## config.mk

```make
export PLATFORM = sky130hd
export DESIGN_NAME = protected_watchdog_timer
export DESIGN_NICKNAME = d
export VERILOG_FILES = /design/src/inc/wdt_pkg.sv /design/src/hw/lowspeed_tick_divider.sv /design/src/hw/refresh_unlock.sv /design/src/hw/protected_watchdog_timer.sv
export SDC_FILE = /design/constraint.sdc
export NUM_CORES = 1
export LEC_CHECK = 0
export BUFFER_PORTS_ARGS = -buffer_cell sky130_fd_sc_hd__buf_2
export CAP_MARGIN = 10
export CORE_AREA = 4 4 99 82
export DETAILED_ROUTE_END_ITERATION = 12
export DIE_AREA = 0 0 103 86
export PLACE_DENSITY = 0.57
export SYNTH_ARGS = -nofsm -noshare
export SYNTH_HDL_FRONTEND = slang
export SYNTH_HIERARCHICAL = 1
export SYNTH_SLANG_ARGS = --single-unit
```

## constraint.sdc

```tcl
create_clock -name core_clk_in -period 2.5 [get_ports core_clk_in]
set_input_delay 0.625 -clock core_clk_in [delete_from_list [all_inputs] [get_ports core_clk_in]]
set_output_delay 0.625 -clock core_clk_in [all_outputs]
set_load 0.01 [all_outputs]
```

## src/inc/wdt_pkg.sv

```systemverilog
// constants shared by the protected watchdog timer
package wdt_pkg;
  // clocking
  localparam int unsigned CORE_FREQ_HZ = 20000000;
  localparam int unsigned LOCO_FREQ_HZ = 125000;
  localparam int unsigned LOCO_DIV = CORE_FREQ_HZ / LOCO_FREQ_HZ;
  localparam int unsigned DIV_W = 8;
  localparam logic [DIV_W-1:0] DIV_LAST = DIV_W'(LOCO_DIV - 1);

  // watchdog counter
  localparam int unsigned CNT_W = 12;
  localparam logic [CNT_W-1:0] CNT_RELOAD = 12'hfff;
  localparam logic [CNT_W-1:0] CNT_ZERO = 12'h000;

  // register bus
  localparam int unsigned ADDR_W = 16;
  localparam int unsigned DATA_W = 8;
  localparam logic [ADDR_W-1:0] REFRESH_ADDR = 16'h0000;
  localparam logic [ADDR_W-1:0] START_ADDR = 16'h0001;
  localparam logic [ADDR_W-1:0] PROTECT_ADDR = 16'h0002;
  localparam logic [ADDR_W-1:0] CLKMODE1_ADDR = 16'h0003;
  localparam logic [ADDR_W-1:0] PROCMODE1_ADDR = 16'h0004;
  localparam logic [ADDR_W-1:0] STATUS_ADDR = 16'h0005;
  localparam logic [ADDR_W-1:0] MASK_ADDR = 16'h0006;
  localparam logic [ADDR_W-1:0] COUNT_LO_ADDR = 16'h0007;
  localparam logic [ADDR_W-1:0] COUNT_HI_ADDR = 16'h0008;
  localparam logic [ADDR_W-1:0] OPTION_ADDR = 16'hffff;

  // refresh sequence values
  localparam logic [DATA_W-1:0] REFRESH_FIRST = 8'h00;
  localparam logic [DATA_W-1:0] REFRESH_SECOND = 8'hff;

  // field positions
  localparam int unsigned OPT_AUTOSTART_BIT = 0;
  localparam int unsigned OPT_PROT_INIT_BIT = 7;
  localparam int unsigned PROT_ENABLE_BIT = 7;
  localparam int unsigned STOP_REQ_BIT = 0;
  localparam int unsigned OSC_DIS_BIT = 4;
  localparam int unsigned UF_RST_SEL_BIT = 2;
  localparam int unsigned EV_UNDERFLOW_BIT = 0;
  localparam int unsigned EV_REFRESH_BIT = 1;
  localparam int unsigned EV_STOP_REFUSED_BIT = 2;
  localparam int unsigned EV_W = 3;

  // reset values
  localparam logic [EV_W-1:0] MASK_RESET = 3'h0;
  localparam logic [DATA_W-1:0] OPTION_RESET = 8'hff;
endpackage : wdt_pkg

```

## src/hw/lowspeed_tick_divider.sv

```systemverilog
// divider that makes the low-speed oscillator tick as a one-cycle enable
`timescale 1ns/1ps
module lowspeed_tick_divider (
  input wire logic core_clk_in,
  input wire logic rst_in,
  input wire logic run_in,
  output logic tick_out
);
  import wdt_pkg::*;

  typedef struct packed {
    logic [DIV_W-1:0] count;
    logic tick;
  } div_state_s;

  div_state_s state;
  div_state_s next_state;

  always_comb begin
    next_state = state;
    next_state.tick = 1'b0;
    // a stopped oscillator restarts a full period later, no short tick
    if (!run_in) begin
      next_state.count = '0;
    end else if (state.count == DIV_LAST) begin
      next_state.count = '0;
      next_state.tick = 1'b1;
    end else begin
      next_state.count = state.count + DIV_W'(1);
    end
  end

  always_ff @(posedge core_clk_in) begin
    if (rst_in) begin
      state <= '0;
    end else begin
      state <= next_state;
    end
  end

  assign tick_out = state.tick;
endmodule : lowspeed_tick_divider

```

## src/hw/refresh_unlock.sv

```systemverilog
// detector for the two-write refresh sequence
`timescale 1ns/1ps
module refresh_unlock (
  input wire logic core_clk_in,
  input wire logic rst_in,
  input wire logic write_in,
  input wire logic [wdt_pkg::DATA_W-1:0] data_in,
  output logic reload_out
);
  import wdt_pkg::*;

  typedef struct packed {
    logic armed;
  } unlock_state_s;

  unlock_state_s state;
  unlock_state_s next_state;

  always_comb begin
    next_state = state;
    reload_out = 1'b0;
    if (write_in) begin
      // any other value breaks the sequence
      next_state.armed = (data_in == REFRESH_FIRST);
      if (state.armed && data_in == REFRESH_SECOND) begin
        reload_out = 1'b1;
      end
    end
  end

  always_ff @(posedge core_clk_in) begin
    if (rst_in) begin
      state <= '0;
    end else begin
      state <= next_state;
    end
  end
endmodule : refresh_unlock

```

## src/hw/protected_watchdog_timer.sv

```systemverilog
// watchdog timer with count source protection and its control registers
//
// Our own choice: the strobed register port.
`timescale 1ns/1ps
module protected_watchdog_timer (
  input wire logic core_clk_in,
  input wire logic rst_in,
  input wire logic [wdt_pkg::ADDR_W-1:0] addr_in,
  input wire logic [wdt_pkg::DATA_W-1:0] wdata_in,
  input wire logic write_in,
  input wire logic read_in,
  input wire logic [wdt_pkg::DATA_W-1:0] option_byte_in,
  input wire logic wait_mode_in,
  output logic [wdt_pkg::DATA_W-1:0] rdata_out,
  output logic wdt_reset_out,
  output logic wdt_irq_out,
  output logic stop_mode_out,
  output logic lowspeed_osc_off_out,
  output logic running_out
);
  import wdt_pkg::*;

  typedef struct packed {
    logic [DATA_W-1:0] option;
    logic protect;
    logic stop_req;
    logic osc_dis;
    logic uf_rst_sel;
    logic running;
    logic [CNT_W-1:0] count;
    logic [EV_W-1:0] status;
    logic [EV_W-1:0] mask;
    logic rst_pulse;
    logic [DATA_W-1:0] rdata;
  } wdt_state_s;

  wdt_state_s state;
  wdt_state_s next_state;

  logic tick;
  logic reload_seq;
  logic refresh_wr;
  logic start_wr;
  logic protect_wr;
  logic clkmode_wr;
  logic procmode_wr;
  logic mask_wr;
  logic status_rd;
  logic protect_rise;
  logic count_en;
  logic underflow;
  logic [EV_W-1:0] events;
  logic [DATA_W-1:0] read_mux;

  // address decode
  assign refresh_wr = write_in && addr_in == REFRESH_ADDR;
  assign start_wr = write_in && addr_in == START_ADDR;
  assign protect_wr = write_in && addr_in == PROTECT_ADDR;
  assign clkmode_wr = write_in && addr_in == CLKMODE1_ADDR;
  assign procmode_wr = write_in && addr_in == PROCMODE1_ADDR;
  assign mask_wr = write_in && addr_in == MASK_ADDR;
  assign status_rd = read_in && addr_in == STATUS_ADDR;

  // oscillator tick; runs while the disable bit is clear
  lowspeed_tick_divider u_tick (
    .core_clk_in(core_clk_in),
    .rst_in(rst_in),
    .run_in(!state.osc_dis),
    .tick_out(tick)
  );

  refresh_unlock u_unlock (
    .core_clk_in(core_clk_in),
    .rst_in(rst_in),
    .write_in(refresh_wr),
    .data_in(wdata_in),
    .reload_out(reload_seq)
  );

  // wait mode pauses the count only outside protection mode
  assign count_en = state.running && tick &&
    (state.protect || !wait_mode_in);
  assign underflow = count_en && state.count == CNT_ZERO;
  assign protect_rise = protect_wr && wdata_in[PROT_ENABLE_BIT] &&
    !state.protect;

  always_comb begin
    events = '0;
    events[EV_UNDERFLOW_BIT] = underflow;
    events[EV_REFRESH_BIT] = reload_seq;
    events[EV_STOP_REFUSED_BIT] = clkmode_wr && state.protect &&
      wdata_in[STOP_REQ_BIT];
  end

  always_comb begin
    read_mux = '0;
    unique case (addr_in)
      PROTECT_ADDR: begin
        read_mux[PROT_ENABLE_BIT] = state.protect;
      end
      CLKMODE1_ADDR: begin
        read_mux[STOP_REQ_BIT] = state.stop_req;
        read_mux[OSC_DIS_BIT] = state.osc_dis;
      end
      PROCMODE1_ADDR: begin
        read_mux[UF_RST_SEL_BIT] = state.uf_rst_sel;
      end
      STATUS_ADDR: begin
        read_mux[EV_W-1:0] = state.status;
      end
      MASK_ADDR: begin
        read_mux[EV_W-1:0] = state.mask;
      end
      COUNT_LO_ADDR: begin
        read_mux = state.count[DATA_W-1:0];
      end
      COUNT_HI_ADDR: begin
        read_mux[CNT_W-DATA_W-1:0] = state.count[CNT_W-1:DATA_W];
      end
      OPTION_ADDR: begin
        read_mux = state.option;
      end
      default: begin
        read_mux = '0;
      end
    endcase
  end

  always_comb begin
    next_state = state;
    next_state.rst_pulse = 1'b0;
    next_state.rdata = read_mux;

    // counter
    if (underflow) begin
      next_state.count = CNT_RELOAD;
      // in protection mode the select bit is held at 1
      next_state.rst_pulse = state.uf_rst_sel;
    end else if (count_en) begin
      next_state.count = state.count - CNT_W'(1);
    end
    if (reload_seq) begin
      next_state.count = CNT_RELOAD;
    end

    if (start_wr) begin
      next_state.running = 1'b1;
    end

    // clock mode register: locked bits in protection mode
    if (clkmode_wr && !state.protect) begin
      next_state.stop_req = wdata_in[STOP_REQ_BIT];
      next_state.osc_dis = wdata_in[OSC_DIS_BIT];
    end
    if (procmode_wr && !state.protect) begin
      next_state.uf_rst_sel = wdata_in[UF_RST_SEL_BIT];
    end

    // enabling is one-way; only reset leaves protection mode
    if (protect_rise) begin
      next_state.protect = 1'b1;
      next_state.count = CNT_RELOAD;
      next_state.osc_dis = 1'b0;
      next_state.uf_rst_sel = 1'b1;
    end
    if (!state.option[OPT_PROT_INIT_BIT]) begin
      next_state.protect = 1'b1;
    end

    if (mask_wr) begin
      next_state.mask = wdata_in[EV_W-1:0];
    end
    // read clears, a new event in the same cycle wins
    if (status_rd) begin
      next_state.status = events;
    end else begin
      next_state.status = state.status | events;
    end
  end

  always_ff @(posedge core_clk_in) begin
    if (rst_in) begin
      // option byte is static flash content, caught while reset holds
      state <= '0;
      state.option <= option_byte_in;
      state.count <= CNT_RELOAD;
      state.mask <= MASK_RESET;
      state.running <= !option_byte_in[OPT_AUTOSTART_BIT];
      if (!option_byte_in[OPT_PROT_INIT_BIT]) begin
        state.protect <= 1'b1;
        state.uf_rst_sel <= 1'b1;
      end
    end else begin
      state <= next_state;
    end
  end

  assign rdata_out = state.rdata;
  assign wdt_reset_out = state.rst_pulse;
  assign wdt_irq_out = |(state.status & state.mask);
  // refused in protection mode even if requested earlier
  assign stop_mode_out = state.stop_req && !state.protect;
  assign lowspeed_osc_off_out = state.osc_dis;
  assign running_out = state.running;
endmodule : protected_watchdog_timer

```

## Word level (Yosys, flattened, before mapping)

Index checks and enable logic that the tools add are counted.
W data, S select, Z words.

- Multiplexer cells: 25
- Bitwise operators: 3
- Divide/modulo/power cells: 0
- Multipliers: 0
- Reductions and logical operators: 33
- Shifts and indexed selects: 0
- Order comparisons: 0
- Add/sub/neg operators: 2
- Equal/unequal tests: 12

Operators by type and width:

| operator | number |
|---|---|
| $eq A16 B3 Y1 const B | 4 |
| $mux W12 | 4 |
| $eq A16 B2 Y1 const B | 2 |
| $mux W32 | 1 |
| $logic_and A1 B1 Y1 | 18 |
| $eq A16 B1 Y1 const B | 1 |
| $eq A16 B16 Y1 const B | 1 |
| $eq A16 B4 Y1 const B | 1 |
| $eq A8 B8 Y1 const B | 2 |
| $logic_not A16 Y1 | 1 |
| $logic_not A12 Y1 | 1 |
| $pmux W1 S6 | 2 |
| $sub A12 B1 Y12 const B | 1 |
| $mux W1 | 9 |
| $pmux W1 S3 | 3 |
| $add A8 B1 Y8 const B | 1 |
| $logic_not A8 Y1 | 1 |
| $mux W3 | 2 |
| $reduce_or A2 Y1 | 3 |
| $reduce_or A3 Y1 | 2 |
| $pmux W1 S5 | 1 |
| $mux W2 | 2 |
| $pmux W2 S2 | 1 |
| $reduce_or A4 Y1 | 1 |
| 8 further kinds | 10 |

- Bits in writable memories: 0
- Output and inout bits: 13
- Bits in latches: 0
- Bits of input ports: 37
- Memories: 0
- Bits in registers: 50
- Bits in read-only memories: 0

## Depth between registers and ports, before layout

- Word-level depth: 8
- Gate-level depth with buffers: 10

## By module

Netlist, hierarchy kept.

By module, submodules not included:

| module | seq. area each (um^2) | area each (um^2) | cells each | instances |
|---|---|---|---|---|
| protected_watchdog_timer | 910.9 | 2087.0 | 218 | 1 |
| lowspeed_tick_divider | 180.2 | 419.2 | 42 | 1 |
| refresh_unlock | 20.0 | 87.6 | 10 | 1 |

## Worst setup path after synthesis

Ideal clock, no wire load.

- Path kind: input to register
- From: input port addr_in[9] in the netlist's numbering
- To: register state[16] in the netlist's numbering
- Arrival time: 2592 ps
- Library setup time: 66 ps
- Setup slack: -157 ps
- Stages: 10
- Path buffers: 3
- Data required time: 2434 ps
- Path through: or4_1 > buf_2 > nor3_1 > buf_2 > and4_1 > nand4_1 > nor3_1 > a311oi_1 > clkbuf_1 > nand3b_1

- Elaborated cells between the ends (all ways): 8
- Classes of those cells: 1 x eq/ne; 1 x mux; 6 x reduce/logical

RTL lines:

| item | line | RTL |
|---|---|---|
| from (decl) | protected_watchdog_timer.sv:8 | `input wire logic [wdt_pkg::ADDR_W-1:0] addr_in,` |
| $logic_not A16 Y1 | protected_watchdog_timer.sv:56 | `assign refresh_wr = write_in && addr_in == REFRESH_ADDR;` |
| $logic_and A1 B1 Y1 | protected_watchdog_timer.sv:56 |  |
| net refresh_wr | protected_watchdog_timer.sv:42 | `logic refresh_wr;` |
| $mux W1 | refresh_unlock.sv:22 | `if (write_in) begin` |
| net reload_seq | protected_watchdog_timer.sv:41 | `logic reload_seq;` |
| $reduce_or A4 Y1 (no line) | - |  |
| to (signal assigned) | protected_watchdog_timer.sv:194 | `state <= next_state;` |
| to (decl) | protected_watchdog_timer.sv:37 | `wdt_state_s state;` |

The timed path passes the listed nets, and every way through them passes these cells.
A chain may end at the register's enable or synchronous reset.

## Worst setup path after layout

- From: input port addr_in[4] in the netlist's numbering
- To: register state[23] in the netlist's numbering

The elaborated chain is that of the path after synthesis.

==> key figures <==
STA
  • Setup slack after layout: roughly 290 ps
  • Worst Tran Pin Value: about 560 ps
  • TNS Setup: 0 ps
  • Final Critical Period: 2210 ps
  • FMAX: 0.453 GHz
  • Fin crit share: about 90%
  • Max-slew violations: 0
  • Final hold violations: 0
  • RSZ-0062 raised after global routing: false
  • Clock skew: between 6 and 7 ps
  • Setup violators final: 0
  • Slew headroom: about 62%

Die
  • Area of the die: between 8000 and 9000 µm²
  • Rows: 28
  • Die Ht: between 80 and 90 µm
  • Core ar.: approximately 7200 µm²
  • Initial core utilization: ~36%
  • Die X: roughly 100 µm
  • # IOs: 50

Final layout
  • Final core occ: a little over two fifths
  • FILL cells: about 750
  • Antenna Cells: 0
  • Multi-input logic area: roughly 1300 µm²
  • Synth-to-Final Area Change: 18.7%
  • Nets: roughly 360
  • Share of cells above drive strength 1: between 30% and 40%
  • Cell area after layout: around 3000 µm²
  • Register area: between 1000 and 1500 µm²

Routing
  • Pre-Repair DR Iteration Count: 4
  • Routed wire per std cell: 15.4 µm
  • Via/cell ratio: 5.36
  • Iter 0 DRT Violations: slightly below 80
  • Via count: between 2k and 2.5k
  • Post-DRT Antenna Nets: 0
  • DRT Wirelength: 6.39 mm
  • DRC violations left: 0

Power and ir drop
  • Lkg Pwr: roughly 1.2 nW
  • Tot Pwr: approximately 1.6 mW
  • VDD IR-drop max: around 240 µV
  • PD cells: between 500 and 600 nW/µm²

Logic synthesis
  • Area contributors post-synth: dfxtp_1 (30%), edfxtp_1 (13%), a21oi_1 (3.3%)
  • Yosys warns: 6
  • Area leader, netlist: dfxtp_1
  • Netlist cell types: 61
  • EDFF count, synth: 11
  • FFs w/ async S/R, synth: 0%
  • Number of synthesized register bits: 50
  • Sequential cell area fraction in the yosys report: a little over two fifths
  • Synth Flop Type: dfxtp_1
  • Syn Inst Count: between 200 and 300
  • Synth top area share: 30.1%
  • Synth Net Count: 310
  • Syn Area/Cell: approximately 9.6 µm²
  • Cell area after synthesis: roughly 2600 µm²

Clock network
  • CTS tree: done
  • Hold_buf cts: 0
  • Post-CTS Setup Bufs: 0
  • Clock Tree Root: clkbuf_8
  • Clock Path Buffers: 2
  • Worst skew pair latency: 310 ps
  • Worst-path clk slew: roughly 100 ps
  • Post-CTS sizing: 0
  • # clock sinks: 50
  • H-tree Lvls: 2
  • TritonCTS Buffers: 5

Setup path
  • Crit start category: input port
  • CP arrival: roughly 2500 ps
  • Setup CP Type: in -> reg
  • Crit end category: flop
  • Crit path required time: about 2700 ps
  • Worst Path Max Fanout: 12
  • R2R depth: 4
  • Reg2Reg Launch Point: state[17]
  • Worst setup path startpoint: addr_in[4]

Placement
  • Pre-CTS WS: -24.5 ps
  • Dpl cell area: just under 3000 µm²
  • RePlAce Congestion: between 0.7 and 0.8
  • Hpwl dp: a little under 5 mm
  • Port bufs: about 50

Min path
  • Worst min path class: reg -> reg
  • Hold Path Depth: 1
  • HP Start: u_tick/state[1]

Status
  • Outcome: completed

GRT
  • Grt ovf: 0
  • Pin count of the biggest net entering global routing: 27
  • Total Routing Usage GR: 14.6%
  • Initial antenna violation count: 0
  • First-pass GRT wire length: between 10 and 15 mm
  • Vias in the first global route: ~2.1k

Flow run
  • Number of max-cap violations: 0
## state kept, by name, indices dropped and copies added (netlist names)
name / cells
state: 21
rdata_out: 8
u_tick/tick_out: 1
running_out: 1
u_unlock/state: 1
wdt_reset_out: 1
next_state: 8
lowspeed_osc_off_out: 1
u_tick/state: 8
## synthesized netlist by cell type (4+ instances only)
cell,number
a22oi_1,5
nor4_1,6
buf_2,4
and3_1,8
nor2_1,17
nand2_1,14
nand2b_1,5
buf_4,8
o21ai_1,7
nand4_1,12
xnor2_1,6
a21oi_1,17
inv_1,9
dfxtp_1,39
nor4_2,5
nand3_1,14
or4_1,7
edfxtp_1,11
nor2b_1,5
o21ai_0,5
## through the flow
stage               instances  hold slack, ps
floorplan                 270             426
global placement          407             442
detailed placement        407             447
CTS                       415             471
global route              415             474
finish                    415             464
## layout by cell type, fill, tap and decap left out, types with 6 or more instances in the layout
master | synthesis | layout
a21oi_1 | 17 | 17
and3_1 | 8 | 8
buf_2 | 4 | 49
buf_4 | 8 | 16
dfxtp_1 | 39 | 39
edfxtp_1 | 11 | 11
inv_1 | 9 | 9
nand2_1 | 14 | 14
nand3_1 | 14 | 14
nand4_1 | 12 | 12
nor2_1 | 17 | 17
nor4_1 | 6 | 6
o21ai_1 | 7 | 7
or4_1 | 7 | 7
xnor2_1 | 6 | 6
## path summary, 6_finish.rpt
| path | end | slack (ps) |
|---|---|---|
| worst min-delay path | u_tick/state[1] | 460 |
| worst max register to register | state[23] | 600 |
| worst min register to register | u_tick/state[1] | 460 |
| worst max-delay path | state[23] | 290 |
## critical path: stages
cell	delay [ps]
buf_2	100
or4_1	610
nor3_4	210
and4_1	250
nand4_1	110
nor3_2	160
a311oi_1	80
buf_4	200
nand4b_1	100
## layer usage
layer	vias to the layer above	wire length [µm]	global-route usage [%]	part of all wire (%)
li1	1126	-	-	-
met1	1016	3330	22.3	52
met2	74	2550	20.4	40
met3	8	419	3.58	6.6
met4	0	86	3.76	1.3
met5	-	0	0	0
## area by class of cell
type,count,share of cell area [%]
multi-input combinational,193,43.5
clock buffer,5,2.24
inverter,9,1.10
timing repair buffer,65,11.9
tap,90,3.66
sequential,50,36.1
clock inverter,3,1.59
## power breakdown
part           internal (mW)  switching (mW)  total, mW
logic                 0.0529          0.0657      0.119
registers              0.844          0.0124      0.857
clock network          0.305           0.300      0.606
total                   1.20           0.378       1.58
## cell families (layout without fill, tap and decap cells)
group                    Yosys count  count (layout)  share of synthesized area (%)
XOR/XNOR                           9               9                           3.04
buffers and inverters             27              82                           6.22
multiplexers                       4               4                           2.12
flip-flops                        50              50                           42.8
AND/OR/NAND/NOR                  122             122                           30.2
adder cells (fa/ha/maj)            3               3                           1.45
AO/OA/AOI/OAI                     55              55                           14.1
Power figures use the tool's default switching activity.
